## config.mk

```make
export PLATFORM = sky130hd
export DESIGN_NAME = pfsm_top
export DESIGN_NICKNAME = d
export VERILOG_FILES = /design/src/rtl/pfsm_pkg.sv /design/src/rtl/pfsm_top.sv
export SDC_FILE = /design/constraint.sdc
export NUM_CORES = 1
export LEC_CHECK = 0
export CORE_ASPECT_RATIO = 1.5
export CORE_MARGIN = 2
export CORE_UTILIZATION = 65
export CTS_BUF_LIST = sky130_fd_sc_hd__clkbuf_8
export CTS_CLUSTER_DIAMETER = 80
export DETAILED_ROUTE_END_ITERATION = 16
export DONT_BUFFER_PORTS = 1
export GPL_ROUTABILITY_DRIVEN = 0
export HOLD_SLACK_MARGIN = 0.08
export MAX_ROUTING_LAYER = met4
export PLACE_DENSITY = 0.84
export SLEW_MARGIN = 15
export SYNTH_ARGS = -nofsm -noshare
export SYNTH_HDL_FRONTEND = slang
export SYNTH_SLANG_ARGS = --single-unit
```

## constraint.sdc

```tcl
create_clock -name aclk -period 1.96 [get_ports aclk]
set_clock_uncertainty 0.2 [all_clocks]
set_input_delay 0.196 -clock aclk [delete_from_list [all_inputs] [get_ports aclk]]
set_output_delay 0.196 -clock aclk [all_outputs]
set_load 0.02 [all_outputs]
```

## src/rtl/pfsm_pkg.sv

```systemverilog
// package: register map, field layout, variants and carriers for the pin function mux
package pfsm_pkg;
  localparam int ADDR_W = 8;
  localparam int DATA_W = 32;
  localparam int FIELD_W = 2;
  localparam int WORD_LSB = 2;
  localparam logic [ADDR_W-1:0] SRC_SEL_OFS = 8'h00;
  localparam logic [ADDR_W-1:0] PA_FUNC_OFS = 8'h04;
  localparam logic [5:0] SRC_SEL_RST = 6'h00;
  localparam logic [7:0] PA_FUNC_RST = 8'h00;
  localparam int SDI_LSB = 4;
  localparam int SCK_LSB = 2;
  localparam int RX_LSB = 0;
  localparam int PA3_LSB = 6;
  localparam int PA2_LSB = 4;
  localparam int PA1_LSB = 2;
  localparam int PA0_LSB = 0;
  localparam logic [1:0] VAR_FIRST = 2'h0;
  localparam logic [1:0] VAR_SECOND = 2'h1;
  localparam logic [1:0] VAR_THIRD = 2'h2;
  localparam logic [1:0] CODE_00 = 2'h0;
  localparam logic [1:0] CODE_01 = 2'h1;
  localparam logic [1:0] CODE_10 = 2'h2;
  localparam logic [1:0] CODE_11 = 2'h3;
  localparam logic [1:0] RESP_OKAY = 2'h0;
  localparam logic [1:0] RESP_SLVERR = 2'h2;
  typedef enum logic [1:0] {WR_IDLE = 2'h1, WR_RESP = 2'h2} pfsm_wr_e;
  typedef enum logic [1:0] {RD_IDLE = 2'h1, RD_DATA = 2'h2} pfsm_rd_e;
  typedef enum logic [1:0] {SRC_SDI = 2'h0, SRC_SCK = 2'h1, SRC_RX = 2'h2} pfsm_src_e;
  typedef struct packed {
    logic port_a_pin1;
    logic port_a_pin5;
    logic port_a_pin6;
    logic port_a_pin7;
    logic port_b_pin0;
    logic port_b_pin1;
    logic port_b_pin3;
    logic port_f_pin3;
    logic port_f_pin4;
    logic port_f_pin5;
  } pfsm_pad_s;
  typedef struct packed {
    logic pa3_gpio;
    logic pa3_slave_sel;
    logic pa3_xtal1;
    logic pa2_gpio;
    logic pa2_slave_sel;
    logic pa1_gpio;
    logic pa1_timer0;
    logic pa1_uart_rx;
    logic pa1_serial_clk;
    logic pa0_gpio;
    logic pa0_sdo;
  } pfsm_func_s;
  typedef struct packed {
    logic sdo;
    logic timer0;
    logic sck;
    logic sck_oe_n;
  } pfsm_periph_s;
endpackage

```

## src/rtl/pfsm_top.sv

```systemverilog
// pin function select mux: register slave, input source routing and port a pin functions
// Summary of operation
// - First variant: serial data input takes port b pin 0 for codes 00/10 and port a pin 5 for 01/11.
// - First variant: serial clock input takes port b pin 1 for 00/01 and port a pin 1 for 10/11.
// - First variant: uart receive takes port b pin 3 for 00/01 and port a pin 1 for 10/11.
// - Second variant: serial data takes pb0, pa5, pa7, pb0 for codes 00, 01, 10, 11.
// - Second variant: serial clock takes pb1, pa1, pa6, pb1 for codes 00, 01, 10, 11.
// - Second variant: uart receive takes pb3, pa1, pa6, pb3 for codes 00, 01, 10, 11.
// - Third variant: serial data takes port b pin 0 for 00/10 and port f pin 3 for 01/11.
// - Third variant: serial clock takes pb1, pf5, pf4, pb1 for codes 00, 01, 10, 11.
// - Third variant: uart receive takes pb3, pf5, pf4, pb3 for codes 00, 01, 10, 11.
// - Bits 7 and 6 of the input source register are not stored and read as zero.
// - Port a pin 3 is general io for 00/11, slave select for 01 and crystal input one for 10.
// - In the second and third variants port a pin 2 is slave select for 01, else general io.
// - Port a pin 1 is io for 00, timer zero for 01, and rx/serial clock for 10/11 except io in the third.
// - Port a pin 0 is the serial data output for 01 and general io otherwise.
//
// The implementer's own choices: the placing of the registers and the AXI4-Lite register port.
`timescale 1ns/1ps
`default_nettype none
module pfsm_top #(
  parameter logic [1:0] VARIANT = pfsm_pkg::VAR_FIRST
) (
  input wire logic aclk,
  input wire logic aresetn,
  input wire logic ce,
  input wire logic [pfsm_pkg::ADDR_W-1:0] awaddr,
  input wire logic awvalid,
  output logic awready,
  input wire logic [pfsm_pkg::DATA_W-1:0] wdata,
  input wire logic [3:0] wstrb,
  input wire logic wvalid,
  output logic wready,
  output logic [1:0] bresp,
  output logic bvalid,
  input wire logic bready,
  input wire logic [pfsm_pkg::ADDR_W-1:0] araddr,
  input wire logic arvalid,
  output logic arready,
  output logic [pfsm_pkg::DATA_W-1:0] rdata,
  output logic [1:0] rresp,
  output logic rvalid,
  input wire logic rready,
  input wire pfsm_pkg::pfsm_pad_s pads,
  input wire logic [3:0] gpio_out,
  input wire logic [3:0] gpio_oe_n,
  input wire pfsm_pkg::pfsm_periph_s periph,
  output logic serial_data_in,
  output logic serial_clock_in,
  output logic uart_rx_in,
  output pfsm_pkg::pfsm_func_s pa_func,
  output logic [3:0] pa_pad_out,
  output logic [3:0] pa_pad_oe_n
);
  import pfsm_pkg::*;

  pfsm_wr_e wr_state_r;
  pfsm_rd_e rd_state_r;
  logic awready_r;
  logic wready_r;
  logic aw_hold_r;
  logic w_hold_r;
  logic [ADDR_W-1:0] awaddr_r;
  logic [7:0] wdata_r;
  logic wstrb_r;
  logic bvalid_r;
  logic [1:0] bresp_r;
  logic arready_r;
  logic rvalid_r;
  logic [1:0] rresp_r;
  logic [DATA_W-1:0] rdata_r;
  logic rd_src_r;
  logic [5:0] src_sel_r;
  logic [7:0] pa_func_r;
  logic serial_data_in_r;
  logic serial_clock_in_r;
  logic uart_rx_in_r;
  pfsm_func_s pa_func_nxt;
  pfsm_func_s pa_func_out_r;
  logic [3:0] pa_pad_out_r;
  logic [3:0] pa_pad_oe_n_r;
  logic wr_commit;
  logic [DATA_W-1:0] rd_value;

  function automatic logic is_src(input logic [ADDR_W-1:0] addr);
    return addr[ADDR_W-1:WORD_LSB] == SRC_SEL_OFS[ADDR_W-1:WORD_LSB];
  endfunction

  function automatic logic is_pa(input logic [ADDR_W-1:0] addr);
    return addr[ADDR_W-1:WORD_LSB] == PA_FUNC_OFS[ADDR_W-1:WORD_LSB];
  endfunction

  // one table per variant, picked at build time
  function automatic logic route_input(
    input logic [1:0] variant,
    input pfsm_src_e kind,
    input logic [1:0] code,
    input pfsm_pad_s pd
  );
    logic bit_v;
    bit_v = pd.port_b_pin0;
    case (kind)
      SRC_SDI:
      begin
        if (variant == VAR_SECOND)
        begin
          case (code)
            CODE_01: bit_v = pd.port_a_pin5;
            CODE_10: bit_v = pd.port_a_pin7;
            default: bit_v = pd.port_b_pin0;
          endcase
        end
        else if (variant == VAR_THIRD)
          bit_v = code[0] ? pd.port_f_pin3 : pd.port_b_pin0;
        else
          bit_v = code[0] ? pd.port_a_pin5 : pd.port_b_pin0;
      end
      SRC_SCK:
      begin
        if (variant == VAR_SECOND)
        begin
          case (code)
            CODE_01: bit_v = pd.port_a_pin1;
            CODE_10: bit_v = pd.port_a_pin6;
            default: bit_v = pd.port_b_pin1;
          endcase
        end
        else if (variant == VAR_THIRD)
        begin
          case (code)
            CODE_01: bit_v = pd.port_f_pin5;
            CODE_10: bit_v = pd.port_f_pin4;
            default: bit_v = pd.port_b_pin1;
          endcase
        end
        else
          bit_v = code[1] ? pd.port_a_pin1 : pd.port_b_pin1;
      end
      default:
      begin
        if (variant == VAR_SECOND)
        begin
          case (code)
            CODE_01: bit_v = pd.port_a_pin1;
            CODE_10: bit_v = pd.port_a_pin6;
            default: bit_v = pd.port_b_pin3;
          endcase
        end
        else if (variant == VAR_THIRD)
        begin
          case (code)
            CODE_01: bit_v = pd.port_f_pin5;
            CODE_10: bit_v = pd.port_f_pin4;
            default: bit_v = pd.port_b_pin3;
          endcase
        end
        else
          bit_v = code[1] ? pd.port_a_pin1 : pd.port_b_pin3;
      end
    endcase
    return bit_v;
  endfunction

  assign wr_commit = (wr_state_r == WR_IDLE) && aw_hold_r && w_hold_r;

  always_comb
  begin
    rd_value = '0;
    if (is_src(araddr))
      rd_value = {26'h000_0000, src_sel_r};
    else if (is_pa(araddr))
      rd_value = {24'h00_0000, pa_func_r};
  end

  // write channel: address and data taken in either order, response after both
  always_ff @(posedge aclk)
  begin
    if (!aresetn)
    begin
      wr_state_r <= WR_IDLE;
      awready_r <= 1'b1;
      wready_r <= 1'b1;
      aw_hold_r <= 1'b0;
      w_hold_r <= 1'b0;
      awaddr_r <= '0;
      wdata_r <= 8'h00;
      wstrb_r <= 1'b0;
      bvalid_r <= 1'b0;
      bresp_r <= RESP_OKAY;
    end
    else if (ce)
    begin
      case (wr_state_r)
        WR_IDLE:
        begin
          if (awvalid && awready_r)
          begin
            aw_hold_r <= 1'b1;
            awready_r <= 1'b0;
            awaddr_r <= awaddr;
          end
          if (wvalid && wready_r)
          begin
            w_hold_r <= 1'b1;
            wready_r <= 1'b0;
            wdata_r <= wdata[7:0];
            wstrb_r <= wstrb[0];
          end
          if (wr_commit)
          begin
            aw_hold_r <= 1'b0;
            w_hold_r <= 1'b0;
            bvalid_r <= 1'b1;
            bresp_r <= (is_src(awaddr_r) || is_pa(awaddr_r)) ? RESP_OKAY : RESP_SLVERR;
            wr_state_r <= WR_RESP;
          end
        end
        WR_RESP:
        begin
          if (bready)
          begin
            bvalid_r <= 1'b0;
            awready_r <= 1'b1;
            wready_r <= 1'b1;
            wr_state_r <= WR_IDLE;
          end
        end
        default: wr_state_r <= WR_IDLE;
      endcase
    end
  end

  // read channel: one read at a time, data sampled at the address handshake
  always_ff @(posedge aclk)
  begin
    if (!aresetn)
    begin
      rd_state_r <= RD_IDLE;
      arready_r <= 1'b1;
      rvalid_r <= 1'b0;
      rresp_r <= RESP_OKAY;
      rdata_r <= '0;
      rd_src_r <= 1'b0;
    end
    else if (ce)
    begin
      case (rd_state_r)
        RD_IDLE:
        begin
          if (arvalid && arready_r)
          begin
            arready_r <= 1'b0;
            rvalid_r <= 1'b1;
            rdata_r <= rd_value;
            rd_src_r <= is_src(araddr);
            rresp_r <= (is_src(araddr) || is_pa(araddr)) ? RESP_OKAY : RESP_SLVERR;
            rd_state_r <= RD_DATA;
          end
        end
        RD_DATA:
        begin
          if (rready)
          begin
            rvalid_r <= 1'b0;
            arready_r <= 1'b1;
            rd_state_r <= RD_IDLE;
          end
        end
        default: rd_state_r <= RD_IDLE;
      endcase
    end
  end

  // select registers; only byte lane 0 carries the 6-bit and 8-bit fields
  always_ff @(posedge aclk)
  begin
    if (!aresetn)
    begin
      src_sel_r <= SRC_SEL_RST;
      pa_func_r <= PA_FUNC_RST;
    end
    else if (ce && wr_commit && wstrb_r)
    begin
      if (is_src(awaddr_r))
        src_sel_r <= wdata_r[5:0];
      else if (is_pa(awaddr_r))
        pa_func_r <= wdata_r;
    end
  end

  // registered routing costs one cycle of latency on each serial input
  always_ff @(posedge aclk)
  begin
    if (!aresetn)
    begin
      serial_data_in_r <= 1'b0;
      serial_clock_in_r <= 1'b0;
      uart_rx_in_r <= 1'b0;
    end
    else if (ce)
    begin
      serial_data_in_r <= route_input(VARIANT, SRC_SDI, src_sel_r[SDI_LSB +: FIELD_W], pads);
      serial_clock_in_r <= route_input(VARIANT, SRC_SCK, src_sel_r[SCK_LSB +: FIELD_W], pads);
      uart_rx_in_r <= route_input(VARIANT, SRC_RX, src_sel_r[RX_LSB +: FIELD_W], pads);
    end
  end

  always_comb
  begin
    pa_func_nxt = '0;
    case (pa_func_r[PA3_LSB +: FIELD_W])
      CODE_01: pa_func_nxt.pa3_slave_sel = 1'b1;
      CODE_10: pa_func_nxt.pa3_xtal1 = 1'b1;
      default: pa_func_nxt.pa3_gpio = 1'b1;
    endcase
    // first variant has no pin 2 peripheral, so the field is storage only there
    if (VARIANT != VAR_FIRST && pa_func_r[PA2_LSB +: FIELD_W] == CODE_01)
      pa_func_nxt.pa2_slave_sel = 1'b1;
    else
      pa_func_nxt.pa2_gpio = 1'b1;
    case (pa_func_r[PA1_LSB +: FIELD_W])
      CODE_01: pa_func_nxt.pa1_timer0 = 1'b1;
      CODE_10:
      begin
        if (VARIANT == VAR_THIRD)
          pa_func_nxt.pa1_gpio = 1'b1;
        else
          pa_func_nxt.pa1_uart_rx = 1'b1;
      end
      CODE_11:
      begin
        if (VARIANT == VAR_THIRD)
          pa_func_nxt.pa1_gpio = 1'b1;
        else
          pa_func_nxt.pa1_serial_clk = 1'b1;
      end
      default: pa_func_nxt.pa1_gpio = 1'b1;
    endcase
    if (pa_func_r[PA0_LSB +: FIELD_W] == CODE_01)
      pa_func_nxt.pa0_sdo = 1'b1;
    else
      pa_func_nxt.pa0_gpio = 1'b1;
  end

  // pad drivers; input-only functions release the pad
  always_ff @(posedge aclk)
  begin
    if (!aresetn)
    begin
      pa_func_out_r <= '0;
      pa_pad_out_r <= 4'h0;
      pa_pad_oe_n_r <= 4'hf;
    end
    else if (ce)
    begin
      pa_func_out_r <= pa_func_nxt;
      pa_pad_out_r[0] <= pa_func_nxt.pa0_sdo ? periph.sdo : gpio_out[0];
      pa_pad_oe_n_r[0] <= pa_func_nxt.pa0_sdo ? 1'b0 : gpio_oe_n[0];
      if (pa_func_nxt.pa1_timer0)
      begin
        pa_pad_out_r[1] <= periph.timer0;
        pa_pad_oe_n_r[1] <= 1'b0;
      end
      else if (pa_func_nxt.pa1_serial_clk)
      begin
        pa_pad_out_r[1] <= periph.sck;
        pa_pad_oe_n_r[1] <= periph.sck_oe_n;
      end
      else
      begin
        pa_pad_out_r[1] <= gpio_out[1];
        pa_pad_oe_n_r[1] <= pa_func_nxt.pa1_uart_rx | gpio_oe_n[1];
      end
      pa_pad_out_r[2] <= gpio_out[2];
      pa_pad_oe_n_r[2] <= pa_func_nxt.pa2_slave_sel | gpio_oe_n[2];
      pa_pad_out_r[3] <= gpio_out[3];
      pa_pad_oe_n_r[3] <= ~pa_func_nxt.pa3_gpio | gpio_oe_n[3];
    end
  end

  assign awready = awready_r;
  assign wready = wready_r;
  assign bvalid = bvalid_r;
  assign bresp = bresp_r;
  assign arready = arready_r;
  assign rvalid = rvalid_r;
  assign rresp = rresp_r;
  assign rdata = rdata_r;
  assign serial_data_in = serial_data_in_r;
  assign serial_clock_in = serial_clock_in_r;
  assign uart_rx_in = uart_rx_in_r;
  assign pa_func = pa_func_out_r;
  assign pa_pad_out = pa_pad_out_r;
  assign pa_pad_oe_n = pa_pad_oe_n_r;
endmodule // pfsm_top
`default_nettype wire

```

==> impl_metrics.env, run 1 <==
export IMPL_status="completed"
export IMPL_core_area_um2=4540
export IMPL_drtPass1Iterations=5
export IMPL_postLayoutCellArea_um2=3710
export IMPL_number_of_nets_with_antenna_violations_after_routing=0
export IMPL_ctsLongestPathBuffers=2
export IMPL_grt_pass1_wl_mm=11.0
export IMPL_final_hold_viol_count=0
export IMPL_setup_violations_final=0
export IMPL_ff_latch_area_um2=1420
export IMPL_multiInputGateArea_um2=1440
export IMPL_dr_first_iter_drc_count=64
export IMPL_startpoint_type="flop"
export IMPL_initial_core_util_pct=67.8
export IMPL_remaining_drc_errors=0
export IMPL_clkLatencyLatePin_ns=0.34
export IMPL_synth_top_area_cell="dfxtp_1"
export IMPL_post_route_min_period_ns=1.91
export IMPL_fill_cells=272
export IMPL_via_count_of_the_first_global_routing_pass=2365
export IMPL_dpl_hpwl_mm=4.26
export IMPL_die_h_um=88.3
export IMPL_cts_inserted_buffers=9
export IMPL_floorplan_io_pins=145
export IMPL_max_freq_mhz=524
export IMPL_slew_viol_final=0
export IMPL_post_route_cells_drive_above_1_share_pct=10.2
export IMPL_netlist_area_leader_share_pct=46.2
export IMPL_timing_critical_path_arrival_ns=1.93
export IMPL_cp_data_required_time_ns=1.98
export IMPL_synth_enable_flop_cells=0
export IMPL_clock_tree_root_cell="clkbuf_8"
export IMPL_antenna_cells=0
export IMPL_die_x_um=60.2
export IMPL_timing_max_cap_violations=0
export IMPL_viasPerCell=5.55
export IMPL_end_kind="flop"
export IMPL_utilization_pct=81.8
export IMPL_route_vias_total=2485
export IMPL_routedWlPerCell_um=16.1
export IMPL_ir_worst_vdd_v=0.000692
export IMPL_distinct_cell_type_count_after_synthesis=42
export IMPL_placedCellCount=383
export IMPL_die_area_um2=5310
export IMPL_fin_cells=448
export IMPL_clkSlewWorstSetupHoldPaths_ns=0.07
export IMPL_synth_seq_area_share_pct=46.2
export IMPL_fin_nets=463
export IMPL_hold_class="in2reg"
export IMPL_grt_antenna_before_repair=0
export IMPL_synth_cells=336
export IMPL_cts_repair_timing_setup_buffer_count=0
export IMPL_grt_max_degree=47
export IMPL_yosys_warnings=0
export IMPL_fin_worst_hold_slack_ns=0.172
export IMPL_h_tree_levels=3
export IMPL_global_route_congestion_overflow_total=0
export IMPL_path_class="reg2reg"
export IMPL_p_total_uw=2920
export IMPL_dpl_cell_area_um2=3020
export IMPL_register_bit_count_reported_by_yosys=71
export IMPL_synth_async_sr_flop_share_pct=0
export IMPL_fin_crit_sh_pct=97.3
export IMPL_cts_num_sinks=71
export IMPL_syn_mean_instance_area_um2=9.16
export IMPL_port_buffer_count=0
export IMPL_grt_util_all_layers_pct=28.5
export IMPL_synth_area_leaders="dfxtp_1 (46%), mux2i_1 (10%), buf_4 (7.1%), nand2_1 (6.5%), a21oi_1 (3.4%)"
export IMPL_pwr_density_cell_nw_per_um2=786
export IMPL_ys_dominant_reg_cell="dfxtp_1"
export IMPL_cp_max_fo=3
export IMPL_tritoncts_clock_tree="yes"
export IMPL_fp_row_count=30
export IMPL_leakagePower_uw=0.00149
export IMPL_post_synth_instance_area_um2=3080
export IMPL_synthToLayoutAreaGrowth_pct=20.6
export IMPL_final_routed_wirelength_mm=7.21
==> what timing repair did <==
| item | 4_1_cts | 5_1_grt |
|---|---|---|
| hold buffers | 46 | 4 |
| setup endpoints to repair | 0 | 10 |
| endpoints found under the hold margin | 71 | 9 |
| resized for setup | 0 | 4 |
==> cells by family after synthesis <==
family | Yosys count | synth area share [%]
multiplexers | 32 | 10.4
buffers and inverters | 55 | 10.9
AND/OR/NAND/NOR | 119 | 18.8
flip-flops | 71 | 46.2
other | 1 | 0.122
adder cells (fa/ha/maj) | 2 | 0.813
AO/OA/AOI/OAI | 56 | 12.8
==> final timing paths <==
kind	cells past startpoint	slack (ns)	end	startpoint
worst max register to register	6	0.05	pa_pad_oe_n[3]	pa_func_r[6]
worst min register to register	2	0.26	src_sel_r[5]	src_sel_r[5]
worst max-delay path	6	0.05	pa_pad_oe_n[3]	pa_func_r[6]
worst min-delay path	3	0.17	wdata_r[6]	wvalid
==> flip-flops by register name (all words and copies together) (netlist names), 2 cells and up <==
name         cells
pa_pad_out       4
src_sel_r        6
pa_pad_oe_n      4
rd_state_r       2
rdata            8
wr_state_r       2
pa_func         10
wdata_r          8
pa_func_r        8
awaddr_r         6
==> cells in the mapped netlist, types with 2 or more instances <==
master,count
nand4_1,2
nand2_1,53
nor2_1,26
o32ai_2,6
nand4b_1,3
buf_6,2
and3_1,2
o211a_1,3
clkbuf_1,11
dfxtp_1,71
nand3_1,11
nand2b_1,7
inv_1,5
buf_4,29
o31ai_1,2
o21ai_0,14
a211oi_1,4
nor2b_1,2
nor4bb_1,2
nand3b_1,2
a21oi_1,21
buf_2,5
mux2i_1,32
buf_1,2
ha_1,2
==> worst max-delay path, cell delays in order, from the launching register on <==
cell           delay, ns
dfxtp_1             0.37
inv_1               0.08
ha_1                0.28
nand2_1             0.10
o22ai_2             0.12
dlygate4sd3_1       0.58
nand2_1             0.06
==> where the power goes <==
| group | total (uW) | leakage (uW) | switching (uW) | internal [uW] |
|---|---|---|---|---|
| logic | 327 | 0.000808 | 182 | 145 |
| clock network | 1030 | 0.0000977 | 512 | 515 |
| registers | 1560 | 0.000580 | 71.5 | 1490 |
| total | 2920 | 0.00149 | 765 | 2150 |
==> per-stage QoR <==
step / setup TNS [ns] / worst slack, ns
floorplan: 0 / 0.524
global placement: 0 / 0.328
detailed placement: 0 / 0.282
CTS: 0 / 0.0138
global route: -0.000470 / -0.000470
finish: 0 / 0.0526
==> metal layers <==
layer,share of wire (%),vias to the layer above,global-route usage (%)
met1,38,1186,32.5
met4,1.5,0,10.3
met5,0,-,-
li1,-,1183,-
met3,6.4,10,7.75
met2,54,106,47.2
==> final cells by class <==
cell class                      count  area share [%]
Inverter                            6           0.606
Tap cell                           64            2.16
Timing Repair Buffer               55            15.3
Multi-Input combinational cell    236            38.9
Clock buffer                       11            4.08
Clock inverter                      5           0.674
Sequential cell                    71            38.3
==> placed cells by master, fill, tap and decap left out, drive strengths merged, types with 2 or more instances in the layout <==
cell | Yosys | final
buf | 38 | 8
o211a | 3 | 3
o21ai | 14 | 14
nand3b | 2 | 2
dlygate4sd3 | 0 | 47
nand2b | 7 | 7
nand2 | 55 | 55
ha | 2 | 2
o31ai | 2 | 2
a211oi | 4 | 4
nor2 | 27 | 27
and3 | 2 | 2
o32ai | 6 | 6
clkbuf | 11 | 11
dfxtp | 71 | 71
nor3 | 2 | 2
conb | 1 | 27
nand3 | 11 | 11
clkinv | 0 | 2
nand4 | 2 | 2
inv | 6 | 8
nor4bb | 2 | 2
mux2i | 32 | 32
nand4b | 3 | 3
nor2b | 2 | 2
a21oi | 21 | 21
No activity file was read; power rests on OpenSTA's default activity.
==> run 2, diff against run 1 <==
Settings changed: CELL_PAD_IN_SITES_DETAIL_PLACEMENT set to 0, CELL_PAD_IN_SITES_GLOBAL_PLACEMENT set to 2, CORE_UTILIZATION 65 to 36, PLACE_DENSITY 0.84 to 0.83.
==> impl_metrics.env, run 2 (same netlist as run 1, synthesis figures left out) <==
export IMPL_status="completed"
export IMPL_setup_violations_final=0
export IMPL_cts_num_sinks=71
export IMPL_post_route_min_period_ns=1.87
export IMPL_postLayoutSetupSlackWorst_ns=0.0865
export IMPL_use_met1_pct=17.7
export IMPL_synthToLayoutAreaGrowth_pct=25.6
export IMPL_die_x_um=79.5
export IMPL_rrSetupSlack_ns=0.09
export IMPL_fill_cells=830
export IMPL_pwr_density_cell_nw_per_um2=739
export IMPL_initial_core_util_pct=36.8
export IMPL_startpoint_type="flop"
export IMPL_end_kind="flop"
export IMPL_number_of_nets_with_antenna_violations_after_routing=0
export IMPL_via_count_of_the_first_global_routing_pass=2245
export IMPL_leakagePower_uw=0.00152
export IMPL_fraction_of_met2_tracks_used_by_global_routing_pct=28.3
export IMPL_timing_critical_path_arrival_ns=1.90
export IMPL_remaining_drc_errors=0
export IMPL_h_tree_levels=3
export IMPL_grt_util_all_layers_pct=16.3
export IMPL_ir_worst_vdd_v=0.000396
export IMPL_global_route_congestion_overflow_total=0
export IMPL_tritoncts_clock_tree="yes"
export IMPL_post_route_cells_drive_above_1_share_pct=8.82
export IMPL_setup_tns_ns=0
export IMPL_path_class="reg2reg"
export IMPL_grt_max_degree=47
export IMPL_max_freq_mhz=534
export IMPL_final_hold_viol_count=0
export IMPL_rsz0062_at_grt="no"
export IMPL_cp_max_fo=7
export IMPL_viasPerCell=4.88
export IMPL_grt_max_usage_layer="met2"
export IMPL_fp_row_count=41
export IMPL_utilization_pct=46.2
export IMPL_layout_commonest_cell="dfxtp_1"
export IMPL_ctsLongestPathBuffers=2
export IMPL_slew_viol_final=0
export IMPL_timing_max_cap_violations=0
export IMPL_p_total_uw=2860
export IMPL_fin_worst_hold_slack_ns=0.0902
export IMPL_cts_inserted_buffers=9
export IMPL_clock_tree_root_cell="clkbuf_8"
export IMPL_clkSlewWorstSetupHoldPaths_ns=0.07
export IMPL_grt_antenna_before_repair=0
export IMPL_fin_crit_sh_pct=95.6
export IMPL_dr_first_iter_drc_count=87
export IMPL_grt_pass1_wl_mm=11.2
export IMPL_die_area_um2=9320
export IMPL_clkLatencyLatePin_ns=0.34
export IMPL_final_routed_wirelength_mm=7.34
export IMPL_tightestPinTransition_ns=0.588
export IMPL_largest_register_ffs=10
export IMPL_dpl_hpwl_mm=4.72
export IMPL_drtPass1Iterations=4
export IMPL_final_cell_mix="dfxtp_1 (70), dlygate4sd3_1 (60), nand2_1 (53)"
export IMPL_slew_headroom_pct=60.7
export IMPL_route_vias_total=2461
export IMPL_dpl_worst_slack_ns=0.197
export IMPL_floorplan_io_pins=145
export IMPL_hold_class="in2reg"
export IMPL_antenna_cells=0
export IMPL_core_area_um2=8360
export IMPL_cp_data_required_time_ns=1.99
export IMPL_routedWlPerCell_um=14.6
export IMPL_fin_nets=477
export IMPL_global_route_usage_met3_pct=3.83
export IMPL_die_h_um=117
export IMPL_port_buffer_count=0
## run 2: per-layer routing
layer / up-vias / wire length (um)
met5: - / 0
met1: 1168 / 2860
met4: 0 / 119
li1: 1210 / -
met2: 74 / 4000
met3: 9 / 360
## run 2: report_power, final
part / leakage [uW] / internal [uW] / switching (uW)
registers: 0.000580 / 1490 / 68.6
clock network: 0.0000971 / 466 / 497
logic: 0.000844 / 154 / 180
## run 2: worst max-delay path, stage by stage, from the launching register on
cell	delay (ns)
dfxtp_1	0.33
and3b_1	0.33
nand2_2	0.17
o21ai_0	0.12
nand2_1	0.07
dlygate4sd3_1	0.55
## run 2: final cells by class
cell class,count,area [um2],area share [%]
Clock buffer,10,138,3.56
Clock inverter,5,20.0,0.518
Inverter,6,22.5,0.583
Multi-Input combinational cell,236,1440,37.2
Sequential cell,71,1420,36.8
Tap cell,107,134,3.46
Timing Repair Buffer,69,693,17.9
## run 2: path summary, 6_finish.rpt
path            startpoint       endpoint  cells past startpoint
max          wr_state_r[1]  wr_state_r[0]                      5
min                     ce         rvalid                      4
max reg2reg  wr_state_r[1]  wr_state_r[0]                      5
min reg2reg   src_sel_r[2]   src_sel_r[2]                      2
## run 2: timing repair
item	CTS	global route
endpoints found under the setup margin	0	2
hold buffers	62	0
gates resized for setup	0	2
hold endpoints to repair	71	0
buffers inserted	0	0
## run 2: metrics by stage
| stage | instances | instance area [um2] |
|---|---|---|
| 2_1_floorplan | 362 | 3180 |
| 3_3_place_gp | 427 | 3060 |
| 3_5_place_dp | 427 | 3060 |
| 4_1_cts | 504 | 3860 |
| 5_1_grt | 504 | 3870 |
| 6_report | 504 | 3870 |
==> run 3, diff against run 2 <==
Clock period 1.96 ns to 1.8 ns, I/O delays scaled along.
==> impl_metrics.env, run 3 (same netlist as run 1, synthesis figures left out) <==
export IMPL_timing_max_cap_violations=0
export IMPL_final_cell_mix="dfxtp_1 (68), nand2_1 (53), dlygate4sd3_1 (53)"
export IMPL_clock_tree_root_cell="clkbuf_8"
export IMPL_clkSlewWorstSetupHoldPaths_ns=0.07
export IMPL_fp_row_count=41
export IMPL_grt_antenna_before_repair=0
export IMPL_final_routed_wirelength_mm=7.53
export IMPL_die_h_um=117
export IMPL_ir_worst_vdd_v=0.000438
export IMPL_pwr_density_cell_nw_per_um2=838
export IMPL_dpl_cell_area_um2=3090
export IMPL_slew_headroom_pct=47.1
export IMPL_family_with_the_most_delay_on_the_worst_path="buffers and inverters"
export IMPL_cts_inserted_buffers=9
export IMPL_postLayoutSetupSlackWorst_ns=0.0129
export IMPL_fin_crit_sh_pct=99.3
export IMPL_end_kind="flop"
export IMPL_number_of_nets_with_antenna_violations_after_routing=0
export IMPL_rsz0062_at_grt="yes"
export IMPL_hold_class="in2reg"
export IMPL_cp_data_required_time_ns=1.86
export IMPL_post_route_cells_drive_above_1_share_pct=10.2
export IMPL_dpl_worst_slack_ns=0.173
export IMPL_worst_path_buf_inv=2
export IMPL_largest_register_ffs=10
export IMPL_status="completed"
export IMPL_fill_cells=846
export IMPL_initial_core_util_pct=36.8
export IMPL_clkLatencyLatePin_ns=0.33
export IMPL_die_x_um=79.5
export IMPL_ff_latch_area_um2=1430
export IMPL_die_area_um2=9320
export IMPL_postLayoutCellArea_um2=3900
export IMPL_synthToLayoutAreaGrowth_pct=26.6
export IMPL_grt_util_all_layers_pct=16.6
export IMPL_h_tree_levels=3
export IMPL_remaining_drc_errors=0
export IMPL_slew_viol_final=0
export IMPL_max_stage_delay_ns=0.56
export IMPL_grt_max_usage_layer="met2"
export IMPL_final_hold_viol_count=0
export IMPL_dr_first_iter_drc_count=107
export IMPL_core_area_um2=8360
export IMPL_slowest_stage="dlygate4sd3_1"
export IMPL_leakagePower_uw=0.00156
export IMPL_layout_commonest_cell="dfxtp_1"
export IMPL_rrSetupSlack_ns=0.01
export IMPL_viasPerCell=4.91
export IMPL_path_class="reg2reg"
export IMPL_setup_violations_final=0
export IMPL_use_met1_pct=18.0
export IMPL_grt_pass1_wl_mm=11.6
export IMPL_max_freq_mhz=560
export IMPL_antenna_cells=0
export IMPL_routedWlPerCell_um=15.0
export IMPL_global_route_congestion_overflow_total=0
export IMPL_tritoncts_clock_tree="yes"
export IMPL_dpl_hpwl_mm=4.63
export IMPL_cts_num_sinks=71
export IMPL_startpoint_type="flop"
export IMPL_post_route_min_period_ns=1.79
export IMPL_route_vias_total=2462
export IMPL_ctsLongestPathBuffers=2
export IMPL_floorplan_io_pins=145
export IMPL_tightestPinTransition_ns=0.793
export IMPL_fin_nets=475
export IMPL_drtPass1Iterations=4
export IMPL_grt_max_degree=47
export IMPL_cts_repair_timing_setup_buffer_count=0
export IMPL_port_buffer_count=0
export IMPL_cp_max_fo=4
export IMPL_multiInputGateArea_um2=1440
export IMPL_via_count_of_the_first_global_routing_pass=2348
export IMPL_critical_path_cell_chain="nor2b_2 > buf_4 > mux2i_1 > dlygate4sd3_1 > a211oi_1"
export IMPL_timing_critical_path_arrival_ns=1.85
export IMPL_global_route_usage_met3_pct=3.76
export IMPL_fraction_of_met2_tracks_used_by_global_routing_pct=29.0
-- run 3: cell count changes in the layout (fill, tap and decap cells not counted), sizes merged --
cell          previous run  this run
dlygate4sd3             60        53
buf                      9        11
dlymetal6s4s             0         2
bufinv                   0         1
clkbuf                  10        11
clkinv                   1         0
inv                     10         9
-- run 3: repair_timing --
item                                    CTS  global route
hold buffers                             57             0
endpoints found under the hold margin    71             0
endpoints found under the setup margin    0             5
resized for setup                         0             6
-- run 3: worst min-delay path: stages --
cell and delay [ns]:
and3_1 0.26, nand2_1 0.11, a21oi_1 0.05
-- run 3: worst paths after layout --
path                                       to    startpoint  cells after the start
worst min-delay path               wdata_r[6]        wvalid                      3
worst min register to register   src_sel_r[2]  src_sel_r[2]                      2
worst max-delay path            pa_pad_out[0]  pa_func_r[0]                      5
worst max register to register  pa_pad_out[0]  pa_func_r[0]                      5
-- run 3: area by class of cell --
type	instances	share of cell area, %
sequential	71	36.6
clock buffer	10	3.53
tap	107	3.43
multi-input combinational	236	36.9
timing repair buffer	67	18.0
clock inverter	4	1.06
inverter	6	0.578
-- run 3: per-layer routing --
| metal | up-vias | wire [um] |
|---|---|---|
| met5 | - | 0 |
| met4 | 0 | 133 |
| met3 | 11 | 355 |
| met2 | 80 | 4160 |
| met1 | 1176 | 2890 |
| li1 | 1195 | - |
-- run 3: power breakdown --
group / internal, uW / switching (uW) / total (uW) / leakage, uW
clock network: 648 / 545 / 1190 / 0.000102
logic: 174 / 201 / 375 / 0.000873
registers: 1630 / 73.4 / 1700 / 0.000581
-- run 3: metrics by stage --
stage	total power, uW	hold slack (ns)	utilization [%]	instances	setup TNS [ns]
2_1_floorplan	1980	0.108	-	362	0
5_1_grt	3420	0.124	46.6	501	-0.0336
4_1_cts	3300	0.0865	46.2	500	0
6_report	3270	0.109	46.6	501	0
3_3_place_gp	1960	0.0514	37.0	429	0
3_5_place_dp	1960	0.0560	37.0	429	0
